==> config.mk <==
export PLATFORM = sky130hd
export DESIGN_NAME = pcl_loader
export DESIGN_NICKNAME = d
export VERILOG_FILES = /design/src/logic/pcl_loader.v /design/src/logic/pcl_fifo.v
export VERILOG_INCLUDE_DIRS = /design/src /design/src/pkg
export SDC_FILE = /design/constraint.sdc
export NUM_CORES = 1
export LEC_CHECK = 0
export BUFFER_PORTS_ARGS = -buffer_cell sky130_fd_sc_hd__buf_2
export CORE_AREA = 2 2 346 348
export CTS_CLUSTER_DIAMETER = 200
export DETAILED_ROUTE_END_ITERATION = 8
export DIE_AREA = 0 0 348 350
export GPL_TIMING_DRIVEN = 1
export REMOVE_ABC_BUFFERS = 1
export SYNTH_ARGS = -nofsm -noshare
export SYNTH_HDL_FRONTEND = slang
export SYNTH_SLANG_ARGS = --single-unit
==> constraint.sdc <==
create_clock -name mclk -period 6.3 [get_ports mclk]
set_clock_uncertainty 0.1 [all_clocks]
set_input_delay 0.945 -clock mclk [delete_from_list [all_inputs] [get_ports mclk]]
set_output_delay 0.945 -clock mclk [all_outputs]
set_load 0.01 [all_outputs]
==> src/pkg/pcl_regs.vh <==
// Purpose: constants for the passive parallel configuration loader
// Assumes: included by pcl_loader.v only
// Notes:   definitions only, no logic
`ifndef PCL_REGS_VH
`define PCL_REGS_VH

// ------------------------------------------------------------
// mode select field positions and width codes
// ------------------------------------------------------------
`define PCL_MODE_SELECT_PINS_WIDTH_LO   0
`define PCL_MODE_SELECT_PINS_WIDTH_HI   1
`define PCL_MODE_SELECT_PINS_STD_BIT    2
`define PCL_MODE_SELECT_PINS_POR_BIT    3
`define PCL_WIDTH_X8        2'h0
`define PCL_WIDTH_X16       2'h1
`define PCL_WIDTH_X32       2'h2

// ------------------------------------------------------------
// clock-to-word ratios
// ------------------------------------------------------------
`define PCL_RATIO_PLAIN     4'h1
`define PCL_RATIO_CRYPT     4'h4
`define PCL_RATIO_PACKED    4'h8

// ------------------------------------------------------------
// edge count, timing counts and image size
// ------------------------------------------------------------
`define PCL_INIT_FALLS      2'h2
`define PCL_POR_SHORT_CYC   100
`define PCL_POR_LONG_CYC    1000
`define PCL_IMAGE_WORDS     16

`endif

==> src/logic/pcl_loader.v <==
// Purpose: receive side of a passive parallel configuration port
// Assumes: config clock, data, reload and mode pins are asynchronous to mclk
// Notes:   config clock is oversampled; its period must span many mclk cycles
`timescale 1ns/1ps
`include "pcl_regs.vh"

// Functional notes
// - ratio 1, 4 with decryption, 8 with decompression
// - x8 uses bits 7..0, x16 bits 15..0
// - mode pins choose width, standard, power-on delay
// - chain-enable released for user after configuration
// - reload request low restarts configuration
// - load-complete low until whole image received
module pcl_loader #(
	parameter IMAGE_WORDS   = `PCL_IMAGE_WORDS,
	parameter POR_SHORT_CYC = `PCL_POR_SHORT_CYC,
	parameter POR_LONG_CYC  = `PCL_POR_LONG_CYC,
	parameter FIFO_DEPTH    = 32,
	parameter FIFO_AW       = 5
) (
	// clock and reset
	input  wire        mclk,
	input  wire        rstn,
	// configuration pins from the host
	input  wire        configClock,
	input  wire [31:0] configData,
	input  wire        reloadRequestN,
	input  wire [3:0]  modeSelectPins,
	// image options from on-chip logic
	input  wire        decompressEn,
	input  wire        decryptEn,
	input  wire        chainUnused,
	// status pins
	output reg         statusN,
	output reg         loadComplete,
	output reg         userMode,
	output reg         loadError,
	output reg         chainEnableOut,
	output reg         chainEnableOe,
	output reg  [1:0]  busWidth,
	output reg         ioStandard,
	// image word stream
	output wire [31:0] wordData,
	output wire        wordValid,
	input  wire        wordReady
);

	// ------------------------------------------------------------
	// states
	// ------------------------------------------------------------
	localparam [5:0] ST_POR   = 6'h01;  // power-on delay
	localparam [5:0] ST_LOAD  = 6'h02;  // taking image words
	localparam [5:0] ST_DRAIN = 6'h04;  // trailing cycles after last word
	localparam [5:0] ST_INIT  = 6'h08;  // waiting for two falling edges
	localparam [5:0] ST_USER  = 6'h10;  // configured
	localparam [5:0] ST_ERROR = 6'h20;  // load failed

	// ------------------------------------------------------------
	// decoding functions
	// ------------------------------------------------------------
	function [3:0] ratioOf;
		input compress;
		input crypt;
		begin
			if (compress)
				ratioOf = `PCL_RATIO_PACKED;
			else if (crypt)
				ratioOf = `PCL_RATIO_CRYPT;
			else
				ratioOf = `PCL_RATIO_PLAIN;
		end
	endfunction

	function [31:0] laneMask;
		input [1:0] width;
		begin
			case (width)
				`PCL_WIDTH_X8:  laneMask = 32'h0000_00FF;
				`PCL_WIDTH_X16: laneMask = 32'h0000_FFFF;
				default:        laneMask = 32'hFFFF_FFFF;
			endcase
		end
	endfunction

	// ------------------------------------------------------------
	// pin synchronisers
	// ------------------------------------------------------------
	reg        clkMeta;       // first stage, read only by clkSync
	reg        clkSync;       // synchronised config clock
	reg        clkLast;       // previous value for edge finding
	reg [31:0] dataMeta;      // first stage of data bus
	reg [31:0] dataSync;      // synchronised data bus
	reg        reloadMeta;    // first stage of reload request
	reg        reloadSyncN;   // synchronised reload request
	reg [3:0]  modeMeta;      // first stage of mode pins
	reg [3:0]  modeSync;      // synchronised mode pins
	wire       clkRise;       // config clock rising edge
	wire       clkFall;       // config clock falling edge

	// two flops on every pin
	always @(posedge mclk or negedge rstn)
	begin
		if (!rstn)
		begin
			clkMeta     <= 1'b0;
			clkSync     <= 1'b0;
			clkLast     <= 1'b0;
			dataMeta    <= 32'h0000_0000;
			dataSync    <= 32'h0000_0000;
			reloadMeta  <= 1'b1;
			reloadSyncN <= 1'b1;
			modeMeta    <= 4'h0;
			modeSync    <= 4'h0;
		end
		else
		begin
			clkMeta     <= configClock;
			clkSync     <= clkMeta;
			clkLast     <= clkSync;
			dataMeta    <= configData;
			dataSync    <= dataMeta;
			reloadMeta  <= reloadRequestN;
			reloadSyncN <= reloadMeta;
			modeMeta    <= modeSelectPins;
			modeSync    <= modeMeta;
		end
	end

	assign clkRise = clkSync && !clkLast;
	assign clkFall = !clkSync && clkLast;

	// ------------------------------------------------------------
	// capture path into the buffer
	// ------------------------------------------------------------
	reg  [5:0]  state;       // one-hot state
	reg  [3:0]  ratio;       // latched clock-to-word ratio
	reg  [3:0]  phase;       // rising edges into current word
	reg  [15:0] wordCount;   // words captured so far
	reg  [15:0] porCount;    // power-on delay counter
	reg  [1:0]  fallCount;   // falling edges seen after completion
	reg  [31:0] capData;     // word handed to the buffer
	reg         capValid;    // capture strobe to the buffer
	wire        bufReady;    // buffer can take a word
	wire        takeWord;    // this edge captures a word
	wire        lastWord;    // this capture ends the image

	assign takeWord = (state == ST_LOAD) && clkRise && (phase == 4'h0);
	assign lastWord = (wordCount == IMAGE_WORDS - 1);

	pcl_fifo #(
		.WIDTH (32),
		.DEPTH (FIFO_DEPTH),
		.AW    (FIFO_AW)
	) u_fifo (
		.mclk     (mclk),
		.rstn     (rstn),
		.inData   (capData),
		.inValid  (capValid),
		.inReady  (bufReady),
		.outData  (wordData),
		.outValid (wordValid),
		.outReady (wordReady)
	);

	// ------------------------------------------------------------
	// load sequencer
	// ------------------------------------------------------------
	always @(posedge mclk or negedge rstn)
	begin
		if (!rstn)
		begin
			state          <= ST_POR;
			ratio          <= `PCL_RATIO_PLAIN;
			phase          <= 4'h0;
			wordCount      <= 16'h0000;
			porCount       <= 16'h0000;
			fallCount      <= 2'h0;
			capData        <= 32'h0000_0000;
			capValid       <= 1'b0;
			statusN        <= 1'b0;
			loadComplete   <= 1'b0;
			userMode       <= 1'b0;
			loadError      <= 1'b0;
			chainEnableOut <= 1'b1;
			chainEnableOe  <= 1'b1;
			busWidth       <= `PCL_WIDTH_X8;
			ioStandard     <= 1'b0;
		end
		else
		begin
			capValid <= 1'b0;
			if (!reloadSyncN)
			begin
				// reload request holds sequencer, counters and flags at the start; width, standard and ratio keep their values
				state          <= ST_POR;
				porCount       <= 16'h0000;
				wordCount      <= 16'h0000;
				phase          <= 4'h0;
				fallCount      <= 2'h0;
				statusN        <= 1'b0;
				loadComplete   <= 1'b0;
				userMode       <= 1'b0;
				loadError      <= 1'b0;
				chainEnableOut <= 1'b1;
				chainEnableOe  <= 1'b1;
			end
			else
			begin
				case (state)
					ST_POR:
					begin
						// mode pins steer width, standard, delay
						busWidth   <= modeSync[`PCL_MODE_SELECT_PINS_WIDTH_HI:`PCL_MODE_SELECT_PINS_WIDTH_LO];
						ioStandard <= modeSync[`PCL_MODE_SELECT_PINS_STD_BIT];
						ratio      <= ratioOf(decompressEn, decryptEn);
						porCount   <= porCount + 16'h0001;
						if ((modeSync[`PCL_MODE_SELECT_PINS_POR_BIT] && porCount == POR_LONG_CYC - 1) ||
							(!modeSync[`PCL_MODE_SELECT_PINS_POR_BIT] && porCount == POR_SHORT_CYC - 1))
						begin
							statusN <= 1'b1;
							state   <= ST_LOAD;
						end
					end
					ST_LOAD:
					begin
						if (clkRise)
						begin
							// word position inside the ratio window
							phase <= (phase == ratio - 4'h1) ? 4'h0 : phase + 4'h1;
						end
						if (takeWord)
						begin
							if (!bufReady)
							begin
								// no room: image lost, flag it
								state     <= ST_ERROR;
								statusN   <= 1'b0;
								loadError <= 1'b1;
							end
							else
							begin
								capData   <= dataSync & laneMask(busWidth);
								capValid  <= 1'b1;
								wordCount <= wordCount + 16'h0001;
								if (lastWord && ratio == `PCL_RATIO_PLAIN)
								begin
									loadComplete <= 1'b1;
									state        <= ST_INIT;
								end
								else if (lastWord)
									state <= ST_DRAIN;
							end
						end
					end
					ST_DRAIN:
					begin
						// spend ratio minus one edges finishing the last word
						if (clkRise)
						begin
							phase <= phase + 4'h1;
							if (phase == ratio - 4'h1)
							begin
								loadComplete <= 1'b1;
								state        <= ST_INIT;
							end
						end
					end
					ST_INIT:
					begin
						// two falling edges carry the device into user mode
						if (clkFall)
						begin
							fallCount <= fallCount + 2'h1;
							if (fallCount == `PCL_INIT_FALLS - 2'h1)
							begin
								userMode       <= 1'b1;
								state          <= ST_USER;
								chainEnableOut <= 1'b0;
								chainEnableOe  <= !chainUnused;
							end
						end
					end
					ST_USER:
						state <= ST_USER;
					ST_ERROR:
						state <= ST_ERROR;
					default:
						state <= ST_POR;
				endcase
			end
		end
	end

endmodule

==> src/logic/pcl_fifo.v <==
// Purpose: word buffer between the capture logic and the image consumer
// Assumes: single clock, asynchronous active-low reset
// Notes:   read data always come out of a register
`timescale 1ns/1ps

module pcl_fifo #(
	parameter WIDTH = 32,
	parameter DEPTH = 32,
	parameter AW    = 5
) (
	// clock and reset
	input  wire             mclk,
	input  wire             rstn,
	// filling side
	input  wire [WIDTH-1:0] inData,
	input  wire             inValid,
	output wire             inReady,
	// draining side
	output reg  [WIDTH-1:0] outData,
	output reg              outValid,
	input  wire             outReady
);

	// ------------------------------------------------------------
	// storage and pointers
	// ------------------------------------------------------------
	reg [WIDTH-1:0] mem [0:DEPTH-1];  // word storage
	reg [AW:0]      wrPtr;            // write pointer with wrap bit
	reg [AW:0]      rdPtr;            // read pointer with wrap bit
	wire [AW:0]     used;             // words held in memory
	wire            empty;            // nothing in memory
	wire            doWrite;          // word accepted this cycle
	wire            doRead;           // word moved to output register

	assign used    = wrPtr - rdPtr;
	assign empty   = (used == {(AW+1){1'b0}});
	assign inReady = (used != DEPTH[AW:0]) || (DEPTH[AW] == 1'b0 && used[AW]);
	assign doWrite = inValid && inReady;
	assign doRead  = !empty && (!outValid || outReady);

	// memory write, no reset needed on data
	always @(posedge mclk)
	begin
		if (doWrite)
			mem[wrPtr[AW-1:0]] <= inData;
	end

	// pointers and registered output stage
	always @(posedge mclk or negedge rstn)
	begin
		if (!rstn)
		begin
			wrPtr    <= {(AW+1){1'b0}};
			rdPtr    <= {(AW+1){1'b0}};
			outData  <= {WIDTH{1'b0}};
			outValid <= 1'b0;
		end
		else
		begin
			if (doWrite)
				wrPtr <= wrPtr + 1'b1;
			if (doRead)
			begin
				// refill output register
				outData  <= mem[rdPtr[AW-1:0]];
				outValid <= 1'b1;
				rdPtr    <= rdPtr + 1'b1;
			end
			else if (outReady)
				outValid <= 1'b0;  // word taken, none behind it
		end
	end

endmodule

### After elaboration in Yosys (flattened, before gate mapping)

Memory sizes are Yosys's and may differ from the RTL's. A register that Yosys moved wholly into a read port is not among the register bits.
Index checks and enable logic that the tools add are counted.

* flip-flop bits (word level): 180
* bits in writable memories: 1024
* bits of input ports: 44
* memories: 1

* add/sub/neg operators: 8
* equality and inequality tests: 35
* multiplexer cells: 68
* bitwise operators: 1
* reduce and logical (&&, ||, !) cells: 32

Memory list
* u_fifo.mem: depth 32, bits a word 32, rd ports 1, clocked after memory_dff 1, write ports 1, line pcl_fifo.v:27 `reg [WIDTH-1:0] mem [0:DEPTH-1];`

Operators by type and width (count)
* 2-to-1 mux 32 bit: 4
* 2-to-1 mux 16 bit: 6
* case mux 32 bit (2 select lines): 1
* 2-to-1 mux 6 bit: 10
* case mux 6 bit (6 select lines): 1
* 2-to-1 mux 1 bit: 34
* adder 16 x 1 -> 16 bit (second input constant): 2
* bitwise AND 32 bit: 1
* inequality test 3 bit (second input constant): 9
* 2-to-1 mux 4 bit: 5
* == test 16 x 10 -> 1 bit (second input constant): 1
* == test 16 x 4 -> 1 bit (second input constant): 1
* == test 16 x 7 -> 1 bit (second input constant): 1
* inequality test 2 x 1 -> 1 bit (second input constant): 7
* adder 6 x 1 -> 6 bit (second input constant): 2
* AND reduction 3 bit: 4
* logical AND 1 bit: 9
* case mux 4 bit (2 select lines): 1
* AND reduction 4 bit: 2
* zero test 1 bit: 7
* AND reduction 7 bit: 1
* == test 6 x 1 -> 1 bit (second input constant): 1
* == test 6 x 2 -> 1 bit (second input constant): 1
* == test 6 x 3 -> 1 bit (second input constant): 1
* other kinds (25): 32

### Longest topological paths before layout

* depth after elaboration: 8
* gate-level depth with buffers: 15
* mapped depth without buffers: 9

### Hierarchy

Synthesis repeated with hierarchy kept, for this count alone.

* cells, all modules: 2273
* area, all modules: 46936.3 um^2

By module, submodules not included
* pcl_fifo: times used 1, cells an instance 1732, area an instance 40583.9 um^2
* pcl_loader: times used 1, cells an instance 541, area an instance 6352.3 um^2

### Worst setup path before layout

OpenSTA, ideal clock, no wires.

* kind: register to register
* start: register u_fifo.rdPtr[3]
* end: memory u_fifo.mem[28][0] (enable)
* setup time: 0.421 ns
* data arrival time: 4.158 ns
* required time: 5.779 ns
* path slack: 1.621 ns
* stages on the path, launching flop included: 13
* path buffers: 3
* path through: dfrtp_1 inv_2 buf_1 clkbuf_1 ha_1 o21ai_0 a21oi_1 a31oi_1 a2111o_1 and2_1 buf_2 nand2_1 nor2_1

* word-level cells in the longest chain between the ends: 5

Ends and longest elaborated chain
* from (decl): line pcl_fifo.v:29 `reg [AW:0] rdPtr;`
* from (signal assigned): line pcl_fifo.v:54 `rdPtr <= {(AW+1){1'b0}};`
* from (signal assigned): line pcl_fifo.v:67 `rdPtr <= rdPtr + 1'b1;`
* subtractor 6 bit: line pcl_fifo.v:35 `assign used = wrPtr - rdPtr;`
* inequality test 6 bit: line pcl_fifo.v:37 `assign inReady = (used != DEPTH[AW:0]) || (DEPTH[AW] == 1'b0 && used[AW]);`
* logical AND 1 bit: line pcl_fifo.v:38 `assign doWrite = inValid && inReady;`
* 2-to-1 mux 1 bit: line pcl_fifo.v:44 `if (doWrite)`
* 2-to-1 mux 1 bit (implied by the code): line pcl_fifo.v:45 `mem[wrPtr[AW-1:0]] <= inData;`
* to (decl): line pcl_fifo.v:27

Every way passes these cells.

### Worst setup path in the final report

* start: register u_fifo.rdPtr[3]
* end: memory u_fifo.mem[21][19] (enable)

Same word-level chain as after synthesis.

==> results.py <==
metrics = {
    "grt": {
        "grt_usage": 0.1773,
        "grt_pass1_vias": 23490,
        "overflow": 0,
        "grt_max_degree": 158,
        "grt_first_pass_wirelength_um": 158300,
        "antenna_found_initial": 3,
    },
    "placed_design": {
        "place_area_um2": 49350,
        "place_hpwl_um": 60530,
        "place_congestion": 0.8060,
        "port_buffers": 85,
        "dp_cells": 3821,
    },
    "yosys": {
        "synth.top_cells.by_area": "edfxtp_1, mux4_2, dfrtp_1, mux2i_1, a21oi_1",
        "synth_top_area_share": 0.6569,
        "yosysWarnings": 0,
        "netlist_area_um2": 46810,
        "postSynth.asyncResetShare": 0.1709,
        "synth_ff_type": "edfxtp_1",
        "synth.yosys.seq_area_share": 0.7699,
        "synth_largest_area_cell": "edfxtp_1",
        "synthTopCellsByCount": "edfxtp_1, mux4_2, dfrtp_1",
        "ys_ff_latch": 1235,
        "synth_cells": 2267,
        "synth_cell_type_count": 54,
        "avgSynthCellArea_um2": 20.65,
        "synth.most_common_cell": "edfxtp_1",
        "synth_edf_count": 1024,
    },
    "timing": {
        "finalMaxSlewViolations": 0,
        "hold_violations": 0,
        "max_slew.worst_pin.slew_ps": 1297,
        "maxSlewHeadroom": 0.1357,
        "setup_viol": 0,
        "fmaxAchievable_ghz": 0.2050,
        "rsz0062_at_grt": "no",
        "fin_crit_ps": 4879,
        "period_share": 0.7744,
    },
    "clock_network": {
        "clk_pin_slew_ps": 70,
        "htreeDepth": 3,
        "clkLatencyLatePin_ps": 700,
        "clock_path_buffers": 3,
        "cts.sinks": 1235,
        "cts_resized": 0,
        "cts-hold-fix-buffers": 0,
        "post_cts_buffers": 0,
        "ctsRootBufferMaster": "clkbuf_16",
        "cts_tree": "yes",
        "cts_buffers": 121,
    },
    "setup_path": {
        "max_stage_delay_ps": 750,
        "cp_cell_sequence": "inv_6 -> ha_1 -> o21ai_0 -> a21oi_1 -> a31oi_1 -> a2111o_1 -> and2_1 -> nand2_1 -> nor2_4 -> buf_4",
        "crit_buf_inv": 2,
        "path_max_fanout": 32,
        "cp-start-kind": "flop",
        "crit_family": "simple AND/OR/NAND/NOR gates",
        "worstSetupEndpointType": "flop",
        "worstSetupPathType": "reg -> reg",
        "cp_slowest_cell": "nor2_4",
        "critPathArrivalTime_ps": 5130,
        "cp.required_ps": 6560,
    },
    "job": {
        "maxCapViolCount": 0,
    },
    "routing": {
        "dr.pass1.iters": 5,
        "antenna_left": 0,
        "drc": 0,
        "drt-initial-drc-count": 2243,
        "wl_per_cell_um": 26.42,
        "routed_via_density": 5.504,
        "wl_um": 107100,
        "vias": 22300,
    },
    "power_and_ir_drop": {
        "power_w": 0.01923,
        "leakage_nw": 14.99,
        "peakVddDrop_mv": 0.3556,
        "powerDensity_nw_per_um2": 360.3,
    },
    "floorplan": {
        "dieArea_um2": 121800,
        "ioPinCount": 86,
        "dieHeight_um": 350,
        "start_util": 0.3975,
        "placementRows": 126,
        "coreArea_um2": 117800,
        "die_w_um": 348,
    },
    "finish": {
        "fin_nets": 2468,
        "multi_input_area_um2": 10510,
        "design_area_um2": 53370,
        "syn_to_final_growth_pct": 14.01,
        "final-seq-area_um2": 36050,
        "finalNonFillerCells": 4052,
        "fillers": 9799,
        "drive_gt1_frac": 0.2659,
        "n_antenna_cell": 0,
    },
    "worst_hold_path": {
        "hold_path_class": "in -> async",
    },
    "status": {
        "status": "complete, no violations",
    },
}
## registers in the layout, summed over array words and instances (netlist names), 2 cells and up
register	cells
porCount	16
dataSync	32
modeMeta	4
capData	32
phase	4
u_fifo.outData	32
wordCount	16
dataMeta	32
u_fifo.wrPtr	6
busWidth	2
fallCount	2
u_fifo.rdPtr	6
state	6
u_fifo.mem	1024
modeSync	4
ratio	3
## placed cells by master, fill, tap and decap left out, drive strengths merged, types with 39 or more instances in the layout
master	instances
buf	129
nor2	105
dfrtp	205
mux2i	65
a21oi	81
mux4	288
edfxtp	1024
clkinv	45
o21ai	39
clkbuf	168
nand2	96
## stage by stage
stage / utilization / hold slack (ps) / setup WS, ps / TNS [ps]
2_1_floorplan: - / 231.2 / -7185 / -7952450
6_report: 0.4532 / 175.3 / 1421 / 0
5_1_grt: 0.4532 / 197.2 / 1108 / 0
3_3_place_gp: 0.4191 / 235.6 / 1437 / 0
4_1_cts: 0.4532 / 158.6 / 1362 / 0
3_5_place_dp: 0.4191 / 235.5 / 1367 / 0
## worst register-to-register path, cell delays in order (launching register included)
cell and delay, ps:
dfrtp_1 450, inv_6 400, ha_1 350, o21ai_0 110, a21oi_1 90, a31oi_1 230
a2111o_1 560, and2_1 460, nand2_1 550, nor2_4 750, buf_4 490
## where the power goes
part / leakage (nW) / internal (W) / switching [W] / total, W
logic: 3.36 / 0.00112 / 0.00178 / 0.00290
registers: 9.65 / 0.00889 / 0.000179 / 0.00907
clock network: 1.98 / 0.00419 / 0.00307 / 0.00726
total: 15.0 / 0.0142 / 0.00503 / 0.0192
## routing by layer
layer | track usage | vias to the layer above | wire (um)
met3 | 0.02759 | 157 | 5576
met1 | 0.2428 | 12010 | 45070
met5 | 0 | - | 8
met4 | 0.04833 | 2 | 2671
li1 | - | 9498 | -
met2 | 0.2968 | 639 | 53750
## cells by family (layout without fill, tap and decap cells)
kind of cell | count (synthesis) | in the layout | synth area share
flip-flops | 1235 | 1235 | 0.7699
multiplexers | 365 | 365 | 0.1554
AND/OR/NAND/NOR | 306 | 306 | 0.03042
AO/OA/AOI/OAI | 176 | 176 | 0.02112
buffers and inverters | 128 | 377 | 0.01131
XOR/XNOR | 41 | 41 | 0.007671
adder cells (fa/ha/maj) | 16 | 16 | 0.004277
## path summary, 6_finish.rpt
kind	from	to	slack, ps	cells past startpoint
worst max register to register	u_fifo.rdPtr[3]$_DFFE_PN0P_	u_fifo.mem[21][19]$_DFFE_PP_	1420	10
min in group mclk	dataMeta[31]$_DFF_PN0_	dataSync[31]$_DFF_PN0_	240	0
worst min-delay path	rstn	dataMeta[4]$_DFF_PN0_	180	1
max in group asynchronous	rstn	u_fifo.outData[15]$_DFFE_PN0P_	4560	2
worst max-delay path	u_fifo.rdPtr[3]$_DFFE_PN0P_	u_fifo.mem[21][19]$_DFFE_PP_	1420	10
worst min register to register	dataMeta[31]$_DFF_PN0_	dataSync[31]$_DFF_PN0_	240	0
## cell type report
cell class | instances | share of cell area
Tap cell | 1536 | 0.03601
Clock inverter | 63 | 0.01217
Multi-Input combinational cell | 904 | 0.1969
Timing Repair Buffer | 129 | 0.01505
Inverter | 17 | 0.001289
Clock buffer | 168 | 0.06311
Sequential cell | 1235 | 0.6755
(Power assumes the default switching activity.)
